### config.mk
export PLATFORM = sky130hd
export DESIGN_NAME = bsf_unit
export DESIGN_NICKNAME = d
export VERILOG_FILES = /design/src/bsf_pkg.sv /design/src/bsf_unit.sv /design/src/bsf_alu.sv /design/src/bsf_pulse.sv
export VERILOG_INCLUDE_DIRS = /design/src /design/src/src
export SDC_FILE = /design/constraint.sdc
export NUM_CORES = 1
export LEC_CHECK = 0
export ABC_AREA = 1
export BUFFER_PORTS_ARGS = -buffer_cell sky130_fd_sc_hd__buf_2
export CORE_ASPECT_RATIO = 1.25
export CORE_UTILIZATION = 55
export CTS_CLUSTER_SIZE = 20
export DETAILED_ROUTE_END_ITERATION = 6
export GPL_TIMING_DRIVEN = 0
export PLACE_DENSITY_LB_ADDON = 0.1
export SKIP_LAST_GASP = 1
export SYNTH_ARGS = -nofsm -noshare
export SYNTH_HDL_FRONTEND = slang
export SYNTH_SLANG_ARGS = --single-unit
### constraint.sdc
create_clock -name sys_clk -period 1.7 [get_ports sys_clk]
set_clock_uncertainty 0.05 [all_clocks]
set_input_delay 0.34 -clock sys_clk [delete_from_list [all_inputs] [get_ports sys_clk]]
set_output_delay 0.34 -clock sys_clk [all_outputs]
set_load 0.005 [all_outputs]
### src/bsf_cfg.svh
// bsf_cfg.svh: offsets, field positions, reset values and timing counts
// assumes: included by bare name from the package and modules of bsf
`ifndef BSF_CFG_SVH
`define BSF_CFG_SVH

// register byte offsets on the apb bus
`define BSF_OFF_OPERAND   12'h000
`define BSF_OFF_CMD       12'h004
`define BSF_OFF_FLAGS     12'h008
`define BSF_OFF_RESULT    12'h00c
`define BSF_OFF_STATUS    12'h010

// flag word bit positions
`define BSF_FLAG_C        0
`define BSF_FLAG_Z        1
`define BSF_FLAG_N        2
`define BSF_FLAG_V        3
`define BSF_FLAG_S        4
`define BSF_FLAG_H        5
`define BSF_FLAG_T        6
`define BSF_FLAG_I        7

// command register fields
`define BSF_CMD_OP_LSB    0
`define BSF_CMD_OP_MSB    3
`define BSF_CMD_BIT_LSB   8
`define BSF_CMD_BIT_MSB   10

// reset values
`define BSF_FLAGS_RST     8'h00
`define BSF_DATA_RST      8'h00

// every operation takes this many cycles
`define BSF_OP_CYCLES     1

`endif

### src/bsf_pkg.sv
// bsf_pkg.sv: types shared by the bit shift and flag unit
// assumes: bsf_cfg.svh is on the include path
`include "bsf_cfg.svh"

package bsf_pkg;

    typedef enum logic [3:0]
    {
        nop_op                    = 4'h0,
        rotate_left_via_carry_op  = 4'h1,
        rotate_right_via_carry_op = 4'h2,
        arith_shift_right_op      = 4'h3,
        bit_to_transfer_flag_op   = 4'h4,
        transfer_flag_to_bit_op   = 4'h5,
        overflow_flag_set_op      = 4'h6,
        overflow_flag_clear_op    = 4'h7,
        sign_flag_set_op          = 4'h8,
        sign_flag_clear_op        = 4'h9,
        half_carry_set_op         = 4'ha,
        half_carry_clear_op       = 4'hb,
        sleep_op                  = 4'hc,
        watchdog_restart_op       = 4'hd
    } bsf_op_t;

    typedef struct packed
    {
        logic [7:0] data;
        logic [7:0] flags;
    } bsf_alu_out_t;

endpackage

### src/bsf_unit.sv
// bsf_unit.sv: shift, bit transfer and flag unit with apb register access
// assumes: apb master on sys_clk; sleep and watchdog logic outside
`timescale 1ns/1ps
`include "bsf_cfg.svh"

// Notes on behaviour
// - rotate left moves bits up, old carry to bit 0, bit 7 to carry, one cycle.
// - rotate right moves bits down, old carry to bit 7, bit 0 to carry.
// - arithmetic shift right keeps the sign bit, bit 0 goes to carry.
// - bit-to-transfer copies the selected operand bit into T only.
// - transfer-to-bit writes T into the selected operand bit only.
// - overflow set and clear force V and nothing else, one cycle.
// - sign set and clear force S and nothing else, one cycle.
// - half-carry set and clear force H and nothing else, one cycle.
// - sleep gives a one-cycle request and leaves the flags alone.
// - watchdog restart gives a one-cycle pulse and leaves the flags alone.
module bsf_unit
    import bsf_pkg::*;
(
    // clock and reset
    input  wire logic        sys_clk,
    input  wire logic        rst_n,
    // apb slave
    input  wire logic        psel,
    input  wire logic        penable,
    input  wire logic        pwrite,
    input  wire logic [11:0] paddr,
    input  wire logic [31:0] pwdata,
    input  wire logic [3:0]  pstrb,
    output logic [31:0]      prdata,
    output logic             pready,
    output logic             pslverr,
    // to sleep controller and watchdog
    output logic             sleep_req,
    output logic             wdog_restart
);

    typedef struct packed
    {
        logic [7:0]  operand;
        logic [7:0]  flags;
        logic [3:0]  last_op;
        logic [2:0]  last_bit;
        logic [31:0] rdata;
        logic [15:0] op_count;
    } bsf_state_t;

    bsf_state_t   st_reg;
    bsf_state_t   st_next;
    bsf_alu_out_t alu_res;
    logic [3:0]   cmd_op;
    logic [2:0]   cmd_bit;
    logic         wr_acc;
    logic         cmd_fire;
    logic         sleep_fire;
    logic         wdog_fire;

    // access phase completes in one cycle, pready never stalls
    assign wr_acc  = psel && penable && pwrite;
    assign cmd_op  = pwdata[`BSF_CMD_OP_MSB:`BSF_CMD_OP_LSB];
    assign cmd_bit = pwdata[`BSF_CMD_BIT_MSB:`BSF_CMD_BIT_LSB];
    assign cmd_fire = wr_acc && (paddr == `BSF_OFF_CMD) && pstrb[0];

    function automatic logic mapped(input logic [11:0] a);
        return (a == `BSF_OFF_OPERAND) || (a == `BSF_OFF_CMD) ||
               (a == `BSF_OFF_FLAGS) || (a == `BSF_OFF_RESULT) ||
               (a == `BSF_OFF_STATUS);
    endfunction

    bsf_alu u_alu
    (
        .op       (cmd_op),
        .bit_sel  (cmd_bit),
        .data_in  (st_reg.operand),
        .flags_in (st_reg.flags),
        .res      (alu_res)
    );

    assign sleep_fire = cmd_fire && (cmd_op == sleep_op);
    assign wdog_fire  = cmd_fire && (cmd_op == watchdog_restart_op);

    // registered strobes; flags are untouched by these ops in the alu
    bsf_pulse u_sleep
    (
        .sys_clk (sys_clk),
        .rst_n   (rst_n),
        .fire    (sleep_fire),
        .strobe  (sleep_req)
    );

    bsf_pulse u_wdog
    (
        .sys_clk (sys_clk),
        .rst_n   (rst_n),
        .fire    (wdog_fire),
        .strobe  (wdog_restart)
    );

    always_comb
    begin
        st_next = st_reg;
        if (wr_acc)
        begin
            // unmapped offsets match none of these and are dropped
            if (paddr == `BSF_OFF_OPERAND && pstrb[0])
                st_next.operand = pwdata[7:0];
            else if (paddr == `BSF_OFF_FLAGS && pstrb[0])
                st_next.flags = pwdata[7:0];
            else if (cmd_fire)
            begin
                // single-cycle execution: result lands at this edge
                st_next.operand  = alu_res.data;
                st_next.flags    = alu_res.flags;
                st_next.last_op  = cmd_op;
                st_next.last_bit = cmd_bit;
                st_next.op_count = st_reg.op_count + 16'h0001;
            end
        end
        if (psel && !penable && !pwrite)
        begin
            unique case (paddr)
                `BSF_OFF_OPERAND: st_next.rdata = {24'h0, st_reg.operand};
                `BSF_OFF_FLAGS:   st_next.rdata = {24'h0, st_reg.flags};
                `BSF_OFF_RESULT:  st_next.rdata = {24'h0, st_reg.operand};
                `BSF_OFF_CMD:
                    st_next.rdata = {21'h0, st_reg.last_bit, 4'h0,
                                     st_reg.last_op};
                `BSF_OFF_STATUS:  st_next.rdata = {16'h0, st_reg.op_count};
                default:          st_next.rdata = 32'h0;
            endcase
        end
    end

    always_ff @(posedge sys_clk or negedge rst_n)
    begin
        if (!rst_n)
        begin
            st_reg <= '0;
            st_reg.flags <= `BSF_FLAGS_RST;
            st_reg.operand <= `BSF_DATA_RST;
        end
        else
            st_reg <= st_next;
    end

    assign pready  = 1'b1;
    assign prdata  = st_reg.rdata;
    assign pslverr = psel && penable && !mapped(paddr);

endmodule

### src/bsf_alu.sv
// bsf_alu.sv: combinational shift and flag datapath for one operation
// assumes: driven by registered operand and flag word, and by command fields taken straight from pwdata
`timescale 1ns/1ps
`include "bsf_cfg.svh"

module bsf_alu
    import bsf_pkg::*;
(
    // operation
    input  wire logic [3:0]   op,
    input  wire logic [2:0]   bit_sel,
    // state in
    input  wire logic [7:0]   data_in,
    input  wire logic [7:0]   flags_in,
    // result
    output bsf_alu_out_t      res
);

    // shared z/n/v update after any rotate or shift
    function automatic logic [7:0] shift_flags(
        input logic [7:0] f,
        input logic [7:0] r,
        input logic       c
    );
        logic [7:0] o;
        o = f;
        o[`BSF_FLAG_C] = c;
        o[`BSF_FLAG_Z] = (r == 8'h00);
        o[`BSF_FLAG_N] = r[7];
        o[`BSF_FLAG_V] = r[7] ^ c;
        return o;
    endfunction

    always_comb
    begin
        logic [7:0] r;
        r = data_in;
        res.data = data_in;
        res.flags = flags_in;
        unique case (op)
            rotate_left_via_carry_op:
            begin
                r = {data_in[6:0], flags_in[`BSF_FLAG_C]};
                res.data = r;
                res.flags = shift_flags(flags_in, r, data_in[7]);
            end
            rotate_right_via_carry_op:
            begin
                r = {flags_in[`BSF_FLAG_C], data_in[7:1]};
                res.data = r;
                res.flags = shift_flags(flags_in, r, data_in[0]);
            end
            arith_shift_right_op:
            begin
                r = {data_in[7], data_in[7:1]};
                res.data = r;
                res.flags = shift_flags(flags_in, r, data_in[0]);
            end
            bit_to_transfer_flag_op:
                res.flags[`BSF_FLAG_T] = data_in[bit_sel];
            transfer_flag_to_bit_op:
                res.data[bit_sel] = flags_in[`BSF_FLAG_T];
            overflow_flag_set_op:
                res.flags[`BSF_FLAG_V] = 1'b1;
            overflow_flag_clear_op:
                res.flags[`BSF_FLAG_V] = 1'b0;
            sign_flag_set_op:
                res.flags[`BSF_FLAG_S] = 1'b1;
            sign_flag_clear_op:
                res.flags[`BSF_FLAG_S] = 1'b0;
            half_carry_set_op:
                res.flags[`BSF_FLAG_H] = 1'b1;
            half_carry_clear_op:
                res.flags[`BSF_FLAG_H] = 1'b0;
            default:
            begin
                res.data = data_in;
                res.flags = flags_in;
            end
        endcase
    end

endmodule

### src/bsf_pulse.sv
// bsf_pulse.sv: one-cycle strobe generator for the control operations
// assumes: fire is a single-cycle request on sys_clk
`timescale 1ns/1ps

module bsf_pulse
(
    // clock and reset
    input  wire logic sys_clk,
    input  wire logic rst_n,
    // request
    input  wire logic fire,
    // strobe
    output logic      strobe
);

    typedef struct packed
    {
        logic q;
    } bsf_pulse_state_t;

    bsf_pulse_state_t st_reg;
    bsf_pulse_state_t st_next;

    always_comb
    begin
        st_next = st_reg;
        st_next.q = fire;
    end

    always_ff @(posedge sys_clk or negedge rst_n)
    begin
        if (!rst_n)
            st_reg <= '0;
        else
            st_reg <= st_next;
    end

    assign strobe = st_reg.q;

endmodule

==> metrics.csv, run 1 <==
metric,value,unit
status,"finished, violations left",
failing checks,design-rule violations,
Vias,3983,
TritonCTS buffer count,9,
number of flops mapped to enable cells by yosys,0,
Max VDD drop,360,µV
vias per cell,5.32,
Slew headroom,51.8,%
r2r setup slk,100,ps
Crit Path Category,in -> out,
Leak,2.59,nW
Synth Area in Adders,0.633,%
"Max FO, Critical Path",5,
Yosys cell types,31,
die area,0.00753,mm²
Core Rows,34,
Skew-Pair Late Insertion Delay,340,ps
Met1 Routed Length,4.27,mm
"Slew Viols, Final",0,
drt initial violations,343,
DP Area,0.00434,mm²
Period minus WS final,1650,ps
final period utilization,97.1,%
Simple-Gate Fraction of Synth Area,38.5,%
crit-path leading delay family,simple AND/OR/NAND/NOR gates,
"Arr. time, crit path",1260,ps
met2 WL,5.74,mm
PD cells,654,mW/mm²
CTS tree,built,
R2R Path Start,st_reg[0]$_DFFE_PN0P_,
largest family of logic cells by synthesized area,simple AND/OR/NAND/NOR gates,
WL met3,629,µm
Final Setup Violations,0,
total core area,0.00698,mm²
crit path cell chain,buf_2 > nor2_2 > nand2_2 > nor2_4 > buf_6 > nand2_4 > nand2_1 > nor3_2 > buf_2,
vias in the first global route,3754,
Ports,89,
critical path data required time,1310,ps
DR pass1 iterations,7,
Hold WS,7.98,ps
IO buf count,44,
Synth-to-Final Area Change,18.9,%
sequential share of the synthesized area,36.1,%
global-route wire length before repair,17.7,mm
Nets,708,
RePlAce Congestion,0.929,
dpl hpwl,8.13,mm
Fin Setup TNS,0,ps
initial antenna violation count,0,
highest routed metal layer,met4,
"Max stage delay cell, worst path",nor2_4,
worst-margin pin slew,724,ps
Die X,77.8,µm
Root Buffer,clkbuf_8,
post-route cell area,0.00470,mm²
Hold Path Class,in -> async,
# DRC,1,
H-tree Lvls,3,
fraction of final layout cells sized beyond drive strength 1,21.9,%
R2R Path End,st_reg[12]$_DFFE_PN0P_,
DRT antenna net count,0,
clk buf depth,2,
max FFs per register,39,
final core occ,67.3,%
#FFs+latches synth,57,
GRT Total Usage,30.7,%
r2r worst-path depth,6,
Post-Syn Instances,577,
mean post-synth cell area,6.85,µm²
Sink Count,57,
diode count,0,
ys async rst share,100,%
crit path capture type,primary output,
final hold violation count,0,
"Reg clk slew, reported paths",70,ps
gr ovfl total,0,
mux cell area share after synthesis,0.253,%
WL/cell,14.8,µm
pin count of the biggest net entering global routing,58,
max-cap violations,0,
"Top FF cell, synth",dfrtp_1,
Post-Route WL,11.1,mm
Die Y,96.8,µm
number of buffers and inverters on the critical path,3,
yosys warns,0,
initial core utilization,56.7,%
xor/xnor cell area share of the yosys netlist,3.32,%
Max stage delay on crit path,150,ps
crit path launch type,input port,
Post-Synthesis Cell Area,0.00395,mm²
FMAX,606,MHz
CP most frequent cell,buf_2,
post-synthesis compound-gate area fraction,7.00,%
[per-stage QoR]
| stage | instances | setup WS (ps) | power, mW |
|---|---|---|---|
| finish | 748 | 48.9 | 3.07 |
| global placement | 726 | -247 | 1.65 |
| detailed placement | 726 | -280 | 1.66 |
| floorplan | 592 | 147 | 1.55 |
| global route | 748 | -18.9 | 3.19 |
| CTS | 743 | 3.24 | 3.07 |
[routing by layer]
metal,vias up,GRT usage [%]
li1,1947,-
met1,1848,35.8
met2,150,53.4
met3,38,4.53
met4,0,16.4
met5,-,0
[logic make-up (layout without fill, tap and decap cells)]
| logic type | count (synthesis) | count (layout) |
|---|---|---|
| other cells | 2 | 17 |
| mux | 1 | 1 |
| flops | 57 | 57 |
| buf+inv | 107 | 173 |
| xor+xnor | 15 | 15 |
| fa+ha+maj | 2 | 2 |
| simple gates | 347 | 347 |
| compound gates | 46 | 46 |
[cell usage in the layout (no fill, tap or decap), types with 2 or more instances in the layout]
cell type,count
clkinv_2,2
o21ai_0,23
inv_2,4
inv_1,50
bufinv_16,2
nand2_2,6
buf_4,42
a21o_1,2
o21a_1,4
nor3_2,4
xnor2_1,5
nor2_2,7
ha_1,2
nand3_2,2
buf_2,48
clkbuf_8,10
nand4_1,13
nor2_1,49
buf_6,2
clkbuf_1,7
nand3_4,2
conb_1,17
a21oi_1,6
nand2_4,2
clkinv_1,4
nor3_1,4
dfrtp_1,57
nand3_1,75
xor2_1,10
nor2_4,8
o31ai_1,4
o21ai_1,2
nand2_1,175
o211ai_1,4
[power by group]
| part | leakage, nW | total, mW | internal, mW | switching (mW) |
|---|---|---|---|---|
| Combinational | 1.75 | 0.300 | 0.0999 | 0.200 |
| Sequential | 0.734 | 1.36 | 1.36 | 0.000380 |
| Clock | 0.113 | 1.42 | 0.863 | 0.553 |
| Total | 2.59 | 3.07 | 2.32 | 0.753 |
[final cells by class]
class	instances	area, µm²
buffer	48	333
clock buffer	11	141
clock inverter	5	78.8
fill	637	2280
inverter	59	225
multi-input combinational	428	2110
sequential	57	1430
tap	90	113
timing repair buffer	50	268
[worst reg2reg max path, delay by kind of cell, from the launching register on]
family                   cells  cell delay [ps]
adder cells (fa/ha/maj)      1              200
flip-flops                   1              430
AND/OR/NAND/NOR              4              690
XOR/XNOR                     1              160
[what timing repair did]
action                     4_1_cts  5_1_grt
resized for setup               10       11
buffers inserted                 1        5
hold buffers                     0        0
setup endpoints to repair        2       24
pin swaps                        1        5
[synthesized netlist by cell type, types with 2 or more instances]
library cell / number / area (µm²)
nand2_1: 177 / 664
nand3_1: 76 / 380
dfrtp_1: 57 / 1430
nor2_1: 55 / 206
inv_1: 50 / 188
buf_4: 35 / 263
o21ai_0: 23 / 115
nand4_1: 13 / 81.3
xor2_1: 10 / 87.6
nor3_1: 7 / 35.0
a21oi_1: 6 / 30.0
clkbuf_1: 6 / 22.5
nand2_2: 6 / 37.5
buf_2: 5 / 25.0
clkinv_1: 5 / 18.8
nor2_2: 5 / 31.3
xnor2_1: 5 / 43.8
inv_2: 4 / 15.0
nor2_4: 4 / 45.0
o211ai_1: 4 / 30.0
o21a_1: 4 / 30.0
o31ai_1: 4 / 30.0
nand3_2: 3 / 30.0
a21o_1: 2 / 15.0
buf_6: 2 / 22.5
conb_1: 2 / 7.51
ha_1: 2 / 25.0
o21ai_1: 2 / 10.0
[worst max-delay path by stage]
| stage | to | startpoint | depth (start not counted) |
|---|---|---|---|
| after CTS | pslverr | paddr[11] | 9 |
| after detailed placement | st_reg[68]$_DFFE_PN0P_ | paddr[3] | 9 |
| after global routing | pslverr | paddr[7] | 9 |
| after global placement | pslverr | paddr[11] | 8 |
| final | pslverr | paddr[7] | 9 |
| after floorplan | st_reg[66]$_DFFE_PN0P_ | pwdata[1] | 9 |
Power figures use the tool's default switching activity.
==> inputs of run 2 (changes only) <==
--- a/config.mk
+++ b/config.mk
@@ -10,9 +10,9 @@
 export BUFFER_PORTS_ARGS = -buffer_cell sky130_fd_sc_hd__buf_2
 export CORE_ASPECT_RATIO = 1.25
 export CORE_UTILIZATION = 55
+export CTS_CLUSTER_DIAMETER = 200
 export CTS_CLUSTER_SIZE = 20
 export DETAILED_ROUTE_END_ITERATION = 6
-export GPL_TIMING_DRIVEN = 0
 export PLACE_DENSITY_LB_ADDON = 0.1
 export SKIP_LAST_GASP = 1
 export SYNTH_ARGS = -nofsm -noshare
==> run 2 against run 1 <==
Compared with the run above: the flow now finishes without violations; sequential power hardly changed; combinational power is 2% lower; register-to-register slack better by 40 ps; wire length is 1.1% lower; sequential share of layout area is 0.23 points lower; clock-buffer cell count is 1 lower; first-iteration DRC count is 39% lower; sequential cell count stayed put; die area stayed put; hold slack better by 190 ps; global-route usage is 0.091 points lower; via count is 1.8% lower.
==> metrics.csv, run 2 (same netlist as run 1, synthesis figures left out) <==
metric,value,unit
Max VDD drop,738,µV
Die Y,96.8,µm
vias per cell,5.21,
CTS tree,built,
post-place setup slack,-117,ps
Pint,2.48,mW
Setup crit end,pslverr,
# DRC,0,
crit path capture type,primary output,
Nets,710,
"Slew Viols, Final",0,
initial core utilization,56.7,%
DRT antenna net count,0,
Final Setup Violations,0,
filler instances,643,
FMAX,607,MHz
pin count of the biggest net entering global routing,58,
Die X,77.8,µm
die area,0.00753,mm²
total core area,0.00698,mm²
Hold Path Class,in -> reg,
Ports,89,
initial antenna violation count,0,
R2R Path End,st_reg[14]$_DFFE_PN0P_,
RePlAce Congestion,0.952,
gr ovfl total,0,
Vias,3911,
clock power share,49.3,%
total design power,3.25,mW
Sink Count,57,
max FFs per register,39,
Crit Path Category,in -> out,
met3 usage,4.91,%
setup slack after layout,53.6,ps
"Reg clk slew, reported paths",70,ps
register share of total power,41.7,%
"Arr. time, crit path",1260,ps
PD cells,686,mW/mm²
diode count,0,
dpl hpwl,8.40,mm
r2r worst-path depth,6,
NetSw,0.777,mW
max-cap violations,0,
Core Rows,34,
Period minus WS final,1650,ps
final period utilization,96.8,%
crit path launch type,input port,
drt initial violations,208,
H-tree Lvls,3,
WL/cell,14.6,µm
met1 GRT Util,33.9,%
fraction of final layout cells sized beyond drive strength 1,22.6,%
global-route wire length before repair,17.7,mm
IO buf count,47,
critical path data required time,1310,ps
Skew-Pair Late Insertion Delay,350,ps
Switching Share,23.9,%
DR pass1 iterations,5,
Synth-to-Final Area Change,19.9,%
met2 GRT Util,55.4,%
Root Buffer,clkbuf_8,
clk buf depth,2,
layer with the highest usage,met2,
"commonest non-fill, non-tap cell in the layout",nand2_1,
status,completed,
R2R Path Start,st_reg[0]$_DFFE_PN0P_,
final hold violation count,0,
TritonCTS buffer count,9,
Critical Path Start,paddr[7],
vias in the first global route,3862,
"commonest non-fill, non-tap cells in the layout","nand2_1 (175), nand3_1 (75), dfrtp_1 (56)",
Logic pwr share,9.0,%
GRT Total Usage,30.6,%
"Max FO, Critical Path",5,
Post-Route WL,10.9,mm
r2r setup slk,140,ps
Leak,2.60,nW
## run 2: cell types whose count changed in the layout (fill, tap and decap cells not counted), sizes merged
cell	change
buf	+7
clkbuf	-7
bufinv	+1
dlygate4sd3	+1
## run 2: worst min-delay path by stage
stage | endpoint | slack [ps] | from | cells past startpoint
3_5_place_dp | prdata[13]$_DFFE_PN0P_ | 330 | rst_n | 2
5_1_grt | st_reg[62]$_DFFE_PN0P_ | 210 | pwdata[7] | 3
6_report | st_reg[62]$_DFFE_PN0P_ | 200 | pwdata[7] | 3
4_1_cts | st_reg[62]$_DFFE_PN0P_ | 200 | pwdata[7] | 3
2_1_floorplan | prdata[0]$_DFFE_PN0P_ | -6 | rst_n | 0
3_3_place_gp | prdata[12]$_DFFE_PN0P_ | 310 | rst_n | 2
## run 2: power by group through the flow
stage | sequential [mW] | combinational [mW] | clock (mW)
6_report | 1.36 | 0.294 | 1.60
2_1_floorplan | 1.38 | 0.166 | 0
3_5_place_dp | 1.38 | 0.283 | 0
3_3_place_gp | 1.38 | 0.278 | 0
4_1_cts | 1.36 | 0.287 | 1.61
5_1_grt | 1.36 | 0.328 | 1.67
## run 2: what timing repair did
action	CTS	global route
setup buffers	1	3
hold endpoints to repair	57	0
hold buffers	1	0
setup endpoints to repair	1	5
pin swaps	1	1
resized for setup	1	10
## run 2: area by class of cell
| cell class | count | area (µm²) | share of cell area [%] |
|---|---|---|---|
| Inverter | 59 | 221 | 4.67 |
| Tap cell | 90 | 113 | 2.38 |
| Multi-Input combinational cell | 428 | 2060 | 43.5 |
| Sequential cell | 57 | 1430 | 30.1 |
| Timing Repair Buffer | 100 | 661 | 13.9 |
| Clock buffer | 10 | 138 | 2.90 |
| Clock inverter | 6 | 115 | 2.43 |
## run 2: worst max-delay path: stages
cell,delay (ps)
buf_2,110
nor2_2,150
nand2_2,110
nor2_4,120
buf_4,120
nand2_4,80
nand2_1,90
nor3_2,40
buf_2,120
## run 2: routing by layer
metal  vias up  share of wire [%]
li1       1953                  -
met1      1820                 39
met2       108                 53
met3        30                4.2
met4         0                3.5
met5         -                  0
## run 2: per-stage QoR
stage	area (µm²)	hold slack, ps	utilization [%]	setup TNS (ps)	instances
finish	4740	202	67.9	0	750
CTS	4680	198	67.1	0	747
global route	4740	209	67.9	-5.37	750
detailed placement	4410	332	63.2	-1640	729
global placement	4410	313	63.2	-811	729
floorplan	4010	-5.59	-	0	592
